File: src/bbd_pkg.sv
/*
 * bbd_pkg: constants and types shared by the boolean and branch
 * execution unit: opcodes, opcode groups, instruction classes, machine-cycle timing.
 * Assumes the enclosing core fetches all instruction bytes before start.
 */
package bbd_pkg;

    // oscillator clocks per machine cycle (plain default, adjustable)
    localparam int unsigned CLKS_PER_MC   = 12;

    localparam logic [7:0] OP_NOP         = 8'h00;
    localparam logic [7:0] OP_FAR_BRANCH  = 8'h02;
    localparam logic [7:0] OP_BR_BIT_CLR  = 8'h10;
    localparam logic [7:0] OP_FAR_CALL    = 8'h12;
    localparam logic [7:0] OP_BR_BIT_ONE  = 8'h20;
    localparam logic [7:0] OP_RETURN      = 8'h22;
    localparam logic [7:0] OP_BR_BIT_ZERO = 8'h30;
    localparam logic [7:0] OP_INT_RETURN  = 8'h32;
    localparam logic [7:0] OP_BR_C_ONE    = 8'h40;
    localparam logic [7:0] OP_BR_C_ZERO   = 8'h50;
    localparam logic [7:0] OP_BR_A_ZERO   = 8'h60;
    localparam logic [7:0] OP_BR_A_NZ     = 8'h70;
    localparam logic [7:0] OP_OR_C_BIT    = 8'h72;
    localparam logic [7:0] OP_JUMP_IND    = 8'h73;
    localparam logic [7:0] OP_SHORT_BR    = 8'h80;
    localparam logic [7:0] OP_AND_C_BIT   = 8'h82;
    localparam logic [7:0] OP_MOV_BIT_C   = 8'h92;
    localparam logic [7:0] OP_OR_C_NBIT   = 8'hA0;
    localparam logic [7:0] OP_MOV_C_BIT   = 8'hA2;
    localparam logic [7:0] OP_AND_C_NBIT  = 8'hB0;
    localparam logic [7:0] OP_CMP_A_IMM   = 8'hB4;
    localparam logic [7:0] OP_CMP_A_DIR   = 8'hB5;
    localparam logic [7:0] OP_DEC_DIR     = 8'hD5;

    // opcode groups by high bits (low nibble 8..F, 6/7), x1 by low nibble
    localparam logic [4:0] GRP_CMP_REG    = 5'h17;
    localparam logic [6:0] GRP_CMP_IND    = 7'h5B;
    localparam logic [4:0] GRP_DEC_REG    = 5'h1B;
    localparam logic [3:0] LOW_PAGE_OP    = 4'h1;

    localparam logic [7:0] SFR_BASE       = 8'h80;

    typedef enum {
        CL_NOP, CL_AND_BIT, CL_AND_NBIT, CL_OR_BIT, CL_OR_NBIT,
        CL_COPY_TO_C, CL_COPY_FROM_C, CL_SHORT, CL_IND_JUMP,
        CL_A_ZERO, CL_A_NZ, CL_C_ONE, CL_C_ZERO, CL_BIT_ONE,
        CL_BIT_ZERO, CL_BIT_CLR, CL_CMP, CL_DEC, CL_FAR_CALL,
        CL_FAR_BR, CL_PAGE_CALL, CL_PAGE_BR, CL_RET, CL_INTERRUPT_RETURN,
        CL_UNSUP
    } bbd_class_t;

endpackage

File: src/bbd_core.sv
/*
 * bbd_core: executes the boolean and program-control instructions of
 * an 8-bit core, one instruction per START_IN, timed in machine cycles.
 * Assumes the core supplies all instruction bytes, the opcode address,
 * operand values and return address, all held steady until DONE_OUT.
 */
// Overview of operation
// - opcode 82 ANDs the addressed bit into carry; two bytes, two cycles
// - opcode B0 ANDs inverted bit into carry; bit itself unchanged
// - opcode 72 ORs the addressed bit into carry; two bytes, two cycles
// - opcode A0 ORs inverted bit into carry; bit itself unchanged
// - opcode A2 copies the addressed bit into carry in one cycle
// - opcode 92 writes carry into the addressed bit; two cycles
// - opcode 80 branches unconditionally by signed second byte
// - opcode 73 loads program counter with accumulator plus data pointer
// - opcode 60 branches on accumulator zero, 70 on nonzero
// - opcode 40 branches on carry one, 50 on carry zero
// - opcodes 20 and 30 branch on addressed bit one or zero
// - opcode 10 branches on bit one and clears that bit
// - compare opcodes branch when operands differ; three bytes, two cycles
// - decrement opcodes decrement operand, branch when result nonzero
// - far call 12 and far branch 02 take 16-bit target
// - page call and branch replace low 11 bits of following address
// - x1 opcodes: odd high nibble calls, even branches; nibble gives bits
// - relative offset is signed, added to following instruction address
// - low nibble 8..F selects working register 0..7 of active bank
// - direct byte addresses lower 128 RAM or special function registers
// - indirect uses register 0 or 1 of bank, low opcode bit selects
// - immediate byte comes from instruction byte two
`timescale 1ns/1ns
module bbd_core #(
    parameter int unsigned MC_CLKS = bbd_pkg::CLKS_PER_MC
) (
    input  wire logic        SYS_CLK_IN,
    input  wire logic        RST_IN,
    input  wire logic        START_IN,
    input  wire logic [7:0]  OPCODE_IN,
    input  wire logic [7:0]  BYTE2_IN,
    input  wire logic [7:0]  BYTE3_IN,
    input  wire logic [15:0] PC_IN,
    input  wire logic [1:0]  BANK_IN,
    input  wire logic [7:0]  R0_IN,
    input  wire logic [7:0]  R1_IN,
    input  wire logic [7:0]  ACC_IN,
    input  wire logic [15:0] DATA_POINTER_IN,
    input  wire logic        CARRY_IN,
    input  wire logic        BIT_IN,
    input  wire logic [7:0]  OPER_IN,
    input  wire logic [15:0] RET_ADDR_IN,
    output logic             READY_OUT,
    output logic             DONE_OUT,
    output logic             UNSUP_OUT,
    output logic [7:0]       OPER_ADDR_OUT,
    output logic             OPER_SFR_OUT,
    output logic [7:0]       BIT_ADDR_OUT,
    output logic [15:0]      PC_OUT,
    output logic             BRANCH_TAKEN_OUT,
    output logic             CARRY_OUT,
    output logic             CARRY_WE_OUT,
    output logic             BIT_VAL_OUT,
    output logic             BIT_WE_OUT,
    output logic [7:0]       BYTE_VAL_OUT,
    output logic             BYTE_WE_OUT,
    output logic             PUSH_OUT,
    output logic [15:0]      PUSH_ADDR_OUT,
    output logic             POP_OUT,
    output logic             PRIO_RELEASE_OUT
);

    typedef enum {ST_IDLE, ST_EXEC} bbd_state_t;

    function automatic bbd_pkg::bbd_class_t bbd_classify(
        input logic [7:0] op);
        bbd_pkg::bbd_class_t c;
        c = bbd_pkg::CL_UNSUP;
        if (op[3:0] == bbd_pkg::LOW_PAGE_OP)
            c = op[4] ? bbd_pkg::CL_PAGE_CALL
                      : bbd_pkg::CL_PAGE_BR;
        else if (op[7:3] == bbd_pkg::GRP_CMP_REG ||
                 op[7:1] == bbd_pkg::GRP_CMP_IND ||
                 op == bbd_pkg::OP_CMP_A_IMM ||
                 op == bbd_pkg::OP_CMP_A_DIR)
            c = bbd_pkg::CL_CMP;
        else if (op[7:3] == bbd_pkg::GRP_DEC_REG ||
                 op == bbd_pkg::OP_DEC_DIR)
            c = bbd_pkg::CL_DEC;
        else
            case (op)
                bbd_pkg::OP_NOP:         c = bbd_pkg::CL_NOP;
                bbd_pkg::OP_AND_C_BIT:   c = bbd_pkg::CL_AND_BIT;
                bbd_pkg::OP_AND_C_NBIT:  c = bbd_pkg::CL_AND_NBIT;
                bbd_pkg::OP_OR_C_BIT:    c = bbd_pkg::CL_OR_BIT;
                bbd_pkg::OP_OR_C_NBIT:   c = bbd_pkg::CL_OR_NBIT;
                bbd_pkg::OP_MOV_C_BIT:   c = bbd_pkg::CL_COPY_TO_C;
                bbd_pkg::OP_MOV_BIT_C:   c = bbd_pkg::CL_COPY_FROM_C;
                bbd_pkg::OP_SHORT_BR:    c = bbd_pkg::CL_SHORT;
                bbd_pkg::OP_JUMP_IND:    c = bbd_pkg::CL_IND_JUMP;
                bbd_pkg::OP_BR_A_ZERO:   c = bbd_pkg::CL_A_ZERO;
                bbd_pkg::OP_BR_A_NZ:     c = bbd_pkg::CL_A_NZ;
                bbd_pkg::OP_BR_C_ONE:    c = bbd_pkg::CL_C_ONE;
                bbd_pkg::OP_BR_C_ZERO:   c = bbd_pkg::CL_C_ZERO;
                bbd_pkg::OP_BR_BIT_ONE:  c = bbd_pkg::CL_BIT_ONE;
                bbd_pkg::OP_BR_BIT_ZERO: c = bbd_pkg::CL_BIT_ZERO;
                bbd_pkg::OP_BR_BIT_CLR:  c = bbd_pkg::CL_BIT_CLR;
                bbd_pkg::OP_FAR_CALL:    c = bbd_pkg::CL_FAR_CALL;
                bbd_pkg::OP_FAR_BRANCH:  c = bbd_pkg::CL_FAR_BR;
                bbd_pkg::OP_RETURN:      c = bbd_pkg::CL_RET;
                bbd_pkg::OP_INT_RETURN:  c = bbd_pkg::CL_INTERRUPT_RETURN;
                default:                 c = bbd_pkg::CL_UNSUP;
            endcase
        return c;
    endfunction

    // instruction length in bytes
    function automatic logic [1:0] bbd_length(input logic [7:0] op);
        bbd_pkg::bbd_class_t c;
        c = bbd_classify(op);
        case (c)
            bbd_pkg::CL_NOP, bbd_pkg::CL_IND_JUMP, bbd_pkg::CL_RET,
            bbd_pkg::CL_INTERRUPT_RETURN, bbd_pkg::CL_UNSUP: return 2'h1;
            bbd_pkg::CL_BIT_ONE, bbd_pkg::CL_BIT_ZERO, bbd_pkg::CL_BIT_CLR,
            bbd_pkg::CL_CMP, bbd_pkg::CL_FAR_CALL,
            bbd_pkg::CL_FAR_BR: return 2'h3;
            bbd_pkg::CL_DEC: return (op == bbd_pkg::OP_DEC_DIR) ? 2'h3
                                                                : 2'h2;
            default: return 2'h2;
        endcase
    endfunction

    // machine cycles; only the no-op, copy-to-carry and unsupported opcodes finish in one
    function automatic logic [1:0] bbd_cycles(input logic [7:0] op);
        bbd_pkg::bbd_class_t c;
        c = bbd_classify(op);
        if (c == bbd_pkg::CL_NOP || c == bbd_pkg::CL_COPY_TO_C ||
            c == bbd_pkg::CL_UNSUP)
            return 2'h1;
        return 2'h2;
    endfunction

    bbd_state_t          state_r;
    bbd_pkg::bbd_class_t cls_r;
    logic [7:0]          op_r;
    logic [7:0]          b2_r;
    logic [7:0]          b3_r;
    logic [15:0]         follow_r;
    logic [1:0]          mc_left_r;
    logic [15:0]         div_r;
    logic                tick;
    logic                last_tick;
    logic                take;

    logic [15:0]         pc_nxt;
    logic                taken_nxt;
    logic                c_nxt;
    logic                c_we_nxt;
    logic                bit_nxt;
    logic                bit_we_nxt;
    logic [7:0]          byte_nxt;
    logic                byte_we_nxt;
    logic [7:0]          rel;
    logic [15:0]         rel_target;
    logic [7:0]          dec_val;

    assign READY_OUT = (state_r == ST_IDLE);
    assign take      = START_IN && READY_OUT;
    assign tick      = (state_r == ST_EXEC) &&
                       (div_r == 16'(MC_CLKS - 1));
    assign last_tick = tick && (mc_left_r == 2'h1);

    // divider restarts on each instruction so timing is exact
    always_ff @(posedge SYS_CLK_IN or posedge RST_IN) begin
        if (RST_IN)
            div_r <= 16'h0000;
        else if (take || tick)
            div_r <= 16'h0000;
        else if (state_r == ST_EXEC)
            div_r <= div_r + 16'h0001;
    end

    always_ff @(posedge SYS_CLK_IN or posedge RST_IN) begin
        if (RST_IN) begin
            state_r   <= ST_IDLE;
            mc_left_r <= 2'h0;
        end else begin
            unique case (state_r)
                ST_IDLE: if (take) begin
                    state_r   <= ST_EXEC;
                    mc_left_r <= bbd_cycles(OPCODE_IN);
                end
                ST_EXEC: if (last_tick) begin
                    state_r   <= ST_IDLE;
                end else if (tick) begin
                    mc_left_r <= mc_left_r - 2'h1;
                end
            endcase
        end
    end

    // latch instruction and resolve operand addresses
    always_ff @(posedge SYS_CLK_IN or posedge RST_IN) begin
        if (RST_IN) begin
            cls_r         <= bbd_pkg::CL_NOP;
            op_r          <= 8'h00;
            b2_r          <= 8'h00;
            b3_r          <= 8'h00;
            follow_r      <= 16'h0000;
            OPER_ADDR_OUT <= 8'h00;
            OPER_SFR_OUT  <= 1'b0;
            BIT_ADDR_OUT  <= 8'h00;
        end else if (take) begin
            cls_r        <= bbd_classify(OPCODE_IN);
            op_r         <= OPCODE_IN;
            b2_r         <= BYTE2_IN;
            b3_r         <= BYTE3_IN;
            follow_r     <= PC_IN + {14'h0000, bbd_length(OPCODE_IN)};
            BIT_ADDR_OUT <= BYTE2_IN;
            if (OPCODE_IN[3])
                OPER_ADDR_OUT <= {3'h0, BANK_IN,
                                  OPCODE_IN[2:0]};
            else if (OPCODE_IN[3:1] == 3'h3)
                OPER_ADDR_OUT <= OPCODE_IN[0] ? R1_IN
                                              : R0_IN;
            else
                OPER_ADDR_OUT <= BYTE2_IN;
            // direct bytes below the base are RAM, the base and above are registers
            OPER_SFR_OUT <= !OPCODE_IN[3] && (OPCODE_IN[3:1] != 3'h3) &&
                            (BYTE2_IN >= bbd_pkg::SFR_BASE);
        end
    end

    // three-byte forms carry the offset in byte three
    assign rel        = (bbd_length(op_r) == 2'h3) ? b3_r : b2_r;
    assign rel_target = follow_r + {{8{rel[7]}}, rel};
    assign dec_val    = OPER_IN - 8'h01;

    always_comb begin
        pc_nxt      = follow_r;
        taken_nxt   = 1'b0;
        c_nxt       = CARRY_IN;
        c_we_nxt    = 1'b0;
        bit_nxt     = 1'b0;
        bit_we_nxt  = 1'b0;
        byte_nxt    = 8'h00;
        byte_we_nxt = 1'b0;
        unique case (cls_r)
            bbd_pkg::CL_AND_BIT: begin
                c_nxt    = CARRY_IN & BIT_IN;
                c_we_nxt = 1'b1;
            end
            bbd_pkg::CL_AND_NBIT: begin
                c_nxt    = CARRY_IN & ~BIT_IN;
                c_we_nxt = 1'b1;
            end
            bbd_pkg::CL_OR_BIT: begin
                c_nxt    = CARRY_IN | BIT_IN;
                c_we_nxt = 1'b1;
            end
            bbd_pkg::CL_OR_NBIT: begin
                c_nxt    = CARRY_IN | ~BIT_IN;
                c_we_nxt = 1'b1;
            end
            bbd_pkg::CL_COPY_TO_C: begin
                c_nxt    = BIT_IN;
                c_we_nxt = 1'b1;
            end
            bbd_pkg::CL_COPY_FROM_C: begin
                bit_nxt    = CARRY_IN;
                bit_we_nxt = 1'b1;
            end
            bbd_pkg::CL_SHORT: taken_nxt = 1'b1;
            bbd_pkg::CL_IND_JUMP: begin
                taken_nxt = 1'b1;
                pc_nxt    = {8'h00, ACC_IN} + DATA_POINTER_IN;
            end
            bbd_pkg::CL_A_ZERO:   taken_nxt = (ACC_IN == 8'h00);
            bbd_pkg::CL_A_NZ:     taken_nxt = (ACC_IN != 8'h00);
            bbd_pkg::CL_C_ONE:    taken_nxt = CARRY_IN;
            bbd_pkg::CL_C_ZERO:   taken_nxt = !CARRY_IN;
            bbd_pkg::CL_BIT_ONE:  taken_nxt = BIT_IN;
            bbd_pkg::CL_BIT_ZERO: taken_nxt = !BIT_IN;
            bbd_pkg::CL_BIT_CLR: begin
                taken_nxt  = BIT_IN;
                bit_we_nxt = BIT_IN;
            end
            bbd_pkg::CL_CMP:
                // accumulator forms compare A, the others the fetched operand
                taken_nxt = (op_r[7:1] == 7'h5A)
                          ? ((op_r[0] ? OPER_IN : b2_r) != ACC_IN)
                          : (OPER_IN != b2_r);
            bbd_pkg::CL_DEC: begin
                byte_nxt    = dec_val;
                byte_we_nxt = 1'b1;
                taken_nxt   = (dec_val != 8'h00);
            end
            bbd_pkg::CL_FAR_CALL, bbd_pkg::CL_FAR_BR: begin
                taken_nxt = 1'b1;
                pc_nxt    = {b2_r, b3_r};
            end
            bbd_pkg::CL_PAGE_CALL, bbd_pkg::CL_PAGE_BR: begin
                taken_nxt = 1'b1;
                pc_nxt    = {follow_r[15:11], op_r[7:5], b2_r};
            end
            bbd_pkg::CL_RET, bbd_pkg::CL_INTERRUPT_RETURN: begin
                taken_nxt = 1'b1;
                pc_nxt    = RET_ADDR_IN;
            end
            default: ;
        endcase
        if (taken_nxt && (cls_r == bbd_pkg::CL_SHORT ||
            (cls_r >= bbd_pkg::CL_A_ZERO && cls_r <= bbd_pkg::CL_DEC)))
            pc_nxt = rel_target;
    end

    // results update once, at the end of the final machine cycle
    always_ff @(posedge SYS_CLK_IN or posedge RST_IN) begin
        if (RST_IN) begin
            DONE_OUT         <= 1'b0;
            UNSUP_OUT        <= 1'b0;
            PC_OUT           <= 16'h0000;
            BRANCH_TAKEN_OUT <= 1'b0;
            CARRY_OUT        <= 1'b0;
            CARRY_WE_OUT     <= 1'b0;
            BIT_VAL_OUT      <= 1'b0;
            BIT_WE_OUT       <= 1'b0;
            BYTE_VAL_OUT     <= 8'h00;
            BYTE_WE_OUT      <= 1'b0;
            PUSH_OUT         <= 1'b0;
            PUSH_ADDR_OUT    <= 16'h0000;
            POP_OUT          <= 1'b0;
            PRIO_RELEASE_OUT <= 1'b0;
        end else begin
            DONE_OUT         <= last_tick;
            UNSUP_OUT        <= last_tick && (cls_r == bbd_pkg::CL_UNSUP);
            CARRY_WE_OUT     <= last_tick && c_we_nxt;
            BIT_WE_OUT       <= last_tick && bit_we_nxt;
            BYTE_WE_OUT      <= last_tick && byte_we_nxt;
            PUSH_OUT         <= last_tick &&
                                (cls_r == bbd_pkg::CL_FAR_CALL ||
                                 cls_r == bbd_pkg::CL_PAGE_CALL);
            POP_OUT          <= last_tick && (cls_r == bbd_pkg::CL_RET ||
                                              cls_r == bbd_pkg::CL_INTERRUPT_RETURN);
            PRIO_RELEASE_OUT <= last_tick &&
                                (cls_r == bbd_pkg::CL_INTERRUPT_RETURN);
            if (last_tick) begin
                PC_OUT           <= pc_nxt;
                BRANCH_TAKEN_OUT <= taken_nxt;
                CARRY_OUT        <= c_nxt;
                BIT_VAL_OUT      <= bit_nxt;
                BYTE_VAL_OUT     <= byte_nxt;
                PUSH_ADDR_OUT    <= follow_r;
            end
        end
    end

    // helper: clocks since the instruction was taken
    logic [15:0] run_cnt_r;
    always_ff @(posedge SYS_CLK_IN or posedge RST_IN) begin
        if (RST_IN)
            run_cnt_r <= 16'h0000;
        else if (take)
            run_cnt_r <= 16'h0000;
        else if (state_r == ST_EXEC)
            run_cnt_r <= run_cnt_r + 16'h0001;
    end
endmodule // bbd_core

File: config.mk
export PLATFORM = sky130hd
export DESIGN_NAME = bbd_core
export DESIGN_NICKNAME = d
export VERILOG_FILES = /design/src/bbd_pkg.sv /design/src/bbd_core.sv
export SDC_FILE = /design/constraint.sdc
export NUM_CORES = 1
export LEC_CHECK = 0
export BUFFER_PORTS_ARGS = -buffer_cell sky130_fd_sc_hd__buf_2
export CAP_MARGIN = 40
export CORE_UTILIZATION = 45
export DETAILED_ROUTE_END_ITERATION = 8
export MAX_ROUTING_LAYER = met4
export PLACE_DENSITY = 0.75
export SETUP_SLACK_MARGIN = 0.1
export SYNTH_ARGS = -nofsm -noshare
export SYNTH_HDL_FRONTEND = slang
export SYNTH_SLANG_ARGS = --single-unit
File: constraint.sdc
create_clock -name SYS_CLK_IN -period 4.15 [get_ports SYS_CLK_IN]
set_clock_uncertainty 0.1 [all_clocks]
set_input_delay 0.2075 -clock SYS_CLK_IN [delete_from_list [all_inputs] [get_ports SYS_CLK_IN]]
set_output_delay 0.2075 -clock SYS_CLK_IN [all_outputs]
set_load 0.05 [all_outputs]
==> impl_metrics.csv <==
group,metric,value,unit
sta,period_share,94.9,%
grt,groute.usage.overall,28.1,%
route,vias,7968,
layout,nFillCells,1646,
clocking,cts_tree,"built",
pwr,peakVddDrop,0.324,mV
die,fp-row-count,49,
route,vias_per_cell,5.84,
critical_path,critPathMaxFanout,8,
synth,synth_area_leaders,"dfrtp_1 37%, nand2_1 7.0%, xor2_1 5.4%",
place,numPortBuffers,179,
synth,yosysTopAreaCellShare,37.5,%
layout,finalNetCount,1267,
die,die_w,138,µm
min_path,hp-start,"PC_IN[7]",
layout,layout_common_cells,"179 x buf_2, 154 x nand2_1, 124 x dfrtp_1",
clocking,clk_pin_slew,0.06,ns
layout,num_antenna_cells,0,
synth,async_reset_ff_share,100,%
sta,max_freq,0.254,GHz
sta,min_period,3.94,ns
place,placed_area,9400,µm²
critical_path,cp.required,4.36,ns
layout,final_area,10300,µm²
sta,maxSlewViolCount,0,
route,first_pass_iters,8,
die,core-area,18000,µm²
route,drtIter0Drc,670,
synth,synth_edf_count,0,
synth,netlist_instances,939,
clocking,clock_path_buffers,2,
clocking,cts_sinks,124,
place,dp_hpwl,18500,µm
clocking,cts_buffers,17,
sta,hold_viol_final,0,
critical_path,crit_buf_inv,0,
critical_path,cp_common_cell,"a211oi_2",
layout,drive_gt1_share,24.4,%
grt,grt_overflow,0,
sta,slew_headroom,47.7,%
critical_path,crit_slowest_cell,"or4_1",
route,routed_wl,25400,µm
pwr,finalPower,4.00,mW
grt,grt_pass1_vias,7202,
route,wl_per_cell,18.6,µm
synth,synth_area,8280,µm²
clocking,root_buffer,"clkbuf_16",
route,drtAntennaViolNets,0,
min_path,min_path_type,"primary input to register",
critical_path,critical-path-max-stage-delay,0.57,ns
die,ios,180,
sta,setup_viol,0,
critical_path,cp-start-kind,"register",
route,drc,0,
die,initial_core_util,46.0,%
layout,final_common_cell,"buf_2",
clocking,clock_latency,0.43,ns
place,gp_congestion,0.920,
critical_path,end_kind,"register",
sta,rsz0062_at_grt,"no",
layout,syn_to_final_growth,24.1,%
critical_path,arrival,4.14,ns
sta,final.setup.tns,0,ns
synth,synth_area_leader_cell,"dfrtp_1",
run,maxCapViolations,0,
clocking,htreeDepth,4,
grt,grt_pass1_wl,38800,µm
critical_path,crit_type,"register to register",
synth,synth_cell_type_count,76,
pwr,leakagePower,4.89,nW
die,die-area,19000,µm²
synth,ys_ff_latch,124,
grt,antenna_found_initial,0,
grt,grt_max_degree,125,
synth,ys_warn_count,0,
critical_path,crit_chain,"or4_1 -> a2111oi_4 -> a21oi_4 -> mux2_2 -> ha_1 -> fa_1 -> a211oi_2 -> o21a_1 -> nor2_1 -> a211oi_2 -> o41ai_2 -> xor2_1 -> mux2i_1 -> a21oi_1",
critical_path,cpLargestDelayFamily,"compound AO/OA/AOI/OAI gates",
critical_path,r2r_start,"op_r[2]",
synth,syn_nets,1083,
synth,ys_seq_area_share,37.5,%
sta,worst_slew_pin_slew,0.779,ns
pwr,power_density,389,nW/µm²
die,dieHeight,138,µm
synth,synth_flop_cell,"dfrtp_1",
synth,avgSynthCellArea,8.82,µm²
critical_path,startpoint,"op_r[2]",
run_status,status,"finished, final reports clean",
## worst paths after layout
check,end,slack [ns],cells after the start
max in group asynchronous,b2_r[2],3.01,4
setup reg to reg,PC_OUT[14],0.21,14
min in group asynchronous,BYTE_VAL_OUT[5],0.33,4
hold / removal,follow_r[7],0.008,3
setup / recovery,PC_OUT[14],0.21,14
hold reg to reg,PUSH_ADDR_OUT[10],0.36,2
## Yosys cell counts (12+ instances only)
cell type  number
nand2_1       155
dfrtp_1       124
o21ai_0        61
nor2_1         60
xor2_1         51
clkbuf_1       42
a21oi_1        41
mux2_2         34
ha_1           30
mux2i_1        29
nand3_1        29
xnor2_1        22
inv_1          18
nor3_1         17
and3_1         14
o21ai_1        14
a211oi_1       12
a222oi_1       12
nand4_1        12
o31ai_1        12
## stage by stage
| stage | utilization, % | cells | worst slack, ns | hold slack (ns) |
|---|---|---|---|---|
| 3_5_place_dp | 52.2 | 1311 | 0.135 | 0.324 |
| 4_1_cts | 56.8 | 1365 | 0.114 | 0.00412 |
| 3_3_place_gp | 52.0 | 1310 | 0.207 | 0.331 |
| 5_1_grt | 57.0 | 1365 | 0.0581 | 0.0176 |
| 2_1_floorplan | - | 939 | 0.510 | 0.209 |
| 6_report | 57.0 | 1365 | 0.212 | 0.00836 |
## tightest hold or removal path, delay by kind of cell
family,cells,cell delay (ns)
compound gates,1,0.13
xor+xnor,1,0.06
buf+inv,1,0.10
## sequential cells by signal, summed over array words and instances (netlist names), 2 cells and up
register       flops
b3_r               8
div_r             16
b2_r               8
follow_r          16
mc_left_r          2
op_r               8
BYTE_VAL_OUT       8
OPER_ADDR_OUT      8
PC_OUT            16
cls_r              5
PUSH_ADDR_OUT     16
## metal layers
layer  global-route usage (%)  part of all wire (%)  wire length (µm)  up-vias
met5                        -                     0                 0        -
met4                     8.91                   1.7               428        0
met3                     5.96                   8.9              2270       35
met2                     40.5                    45             11300      373
met1                     39.0                    45             11400     3778
li1                         -                     -                 -     3782
## where the power goes
group	internal (mW)	total [mW]	switching [mW]	leakage (nW)
registers	1.32	1.48	0.159	1.51
clock network	0.953	1.55	0.597	0.294
logic	0.403	0.970	0.566	3.08
total	2.67	4.00	1.32	4.89
## repair_timing
item,CTS,global route
endpoints found under the hold margin,148,0
hold buffers,22,0
setup endpoints to repair,0,5
resized for setup,0,6
buffers inserted,0,0
## cell type report
class | instances | area (µm²) | area share (%)
clock inverter | 15 | 189 | 1.84
clock buffer | 17 | 425 | 4.14
inverter | 19 | 73.8 | 0.718
sequential | 124 | 3100 | 30.2
timing repair buffer | 214 | 1250 | 12.1
multi-input combinational | 747 | 4950 | 48.2
tap | 229 | 287 | 2.79
## kinds of logic (layout without fill, tap and decap cells)
family | count (synthesis) | after routing | share of synthesized area, %
and+or+nand+nor | 347 | 347 | 19.8
AOI/OAI and AO/OA | 228 | 228 | 17.9
buffers and inverters | 68 | 265 | 3.26
muxes | 64 | 64 | 8.31
DFF | 124 | 124 | 37.5
xor gates and xnor gates | 74 | 74 | 7.92
adders and majority gates | 34 | 34 | 5.38
No activity file was read; power rests on OpenSTA's default activity.
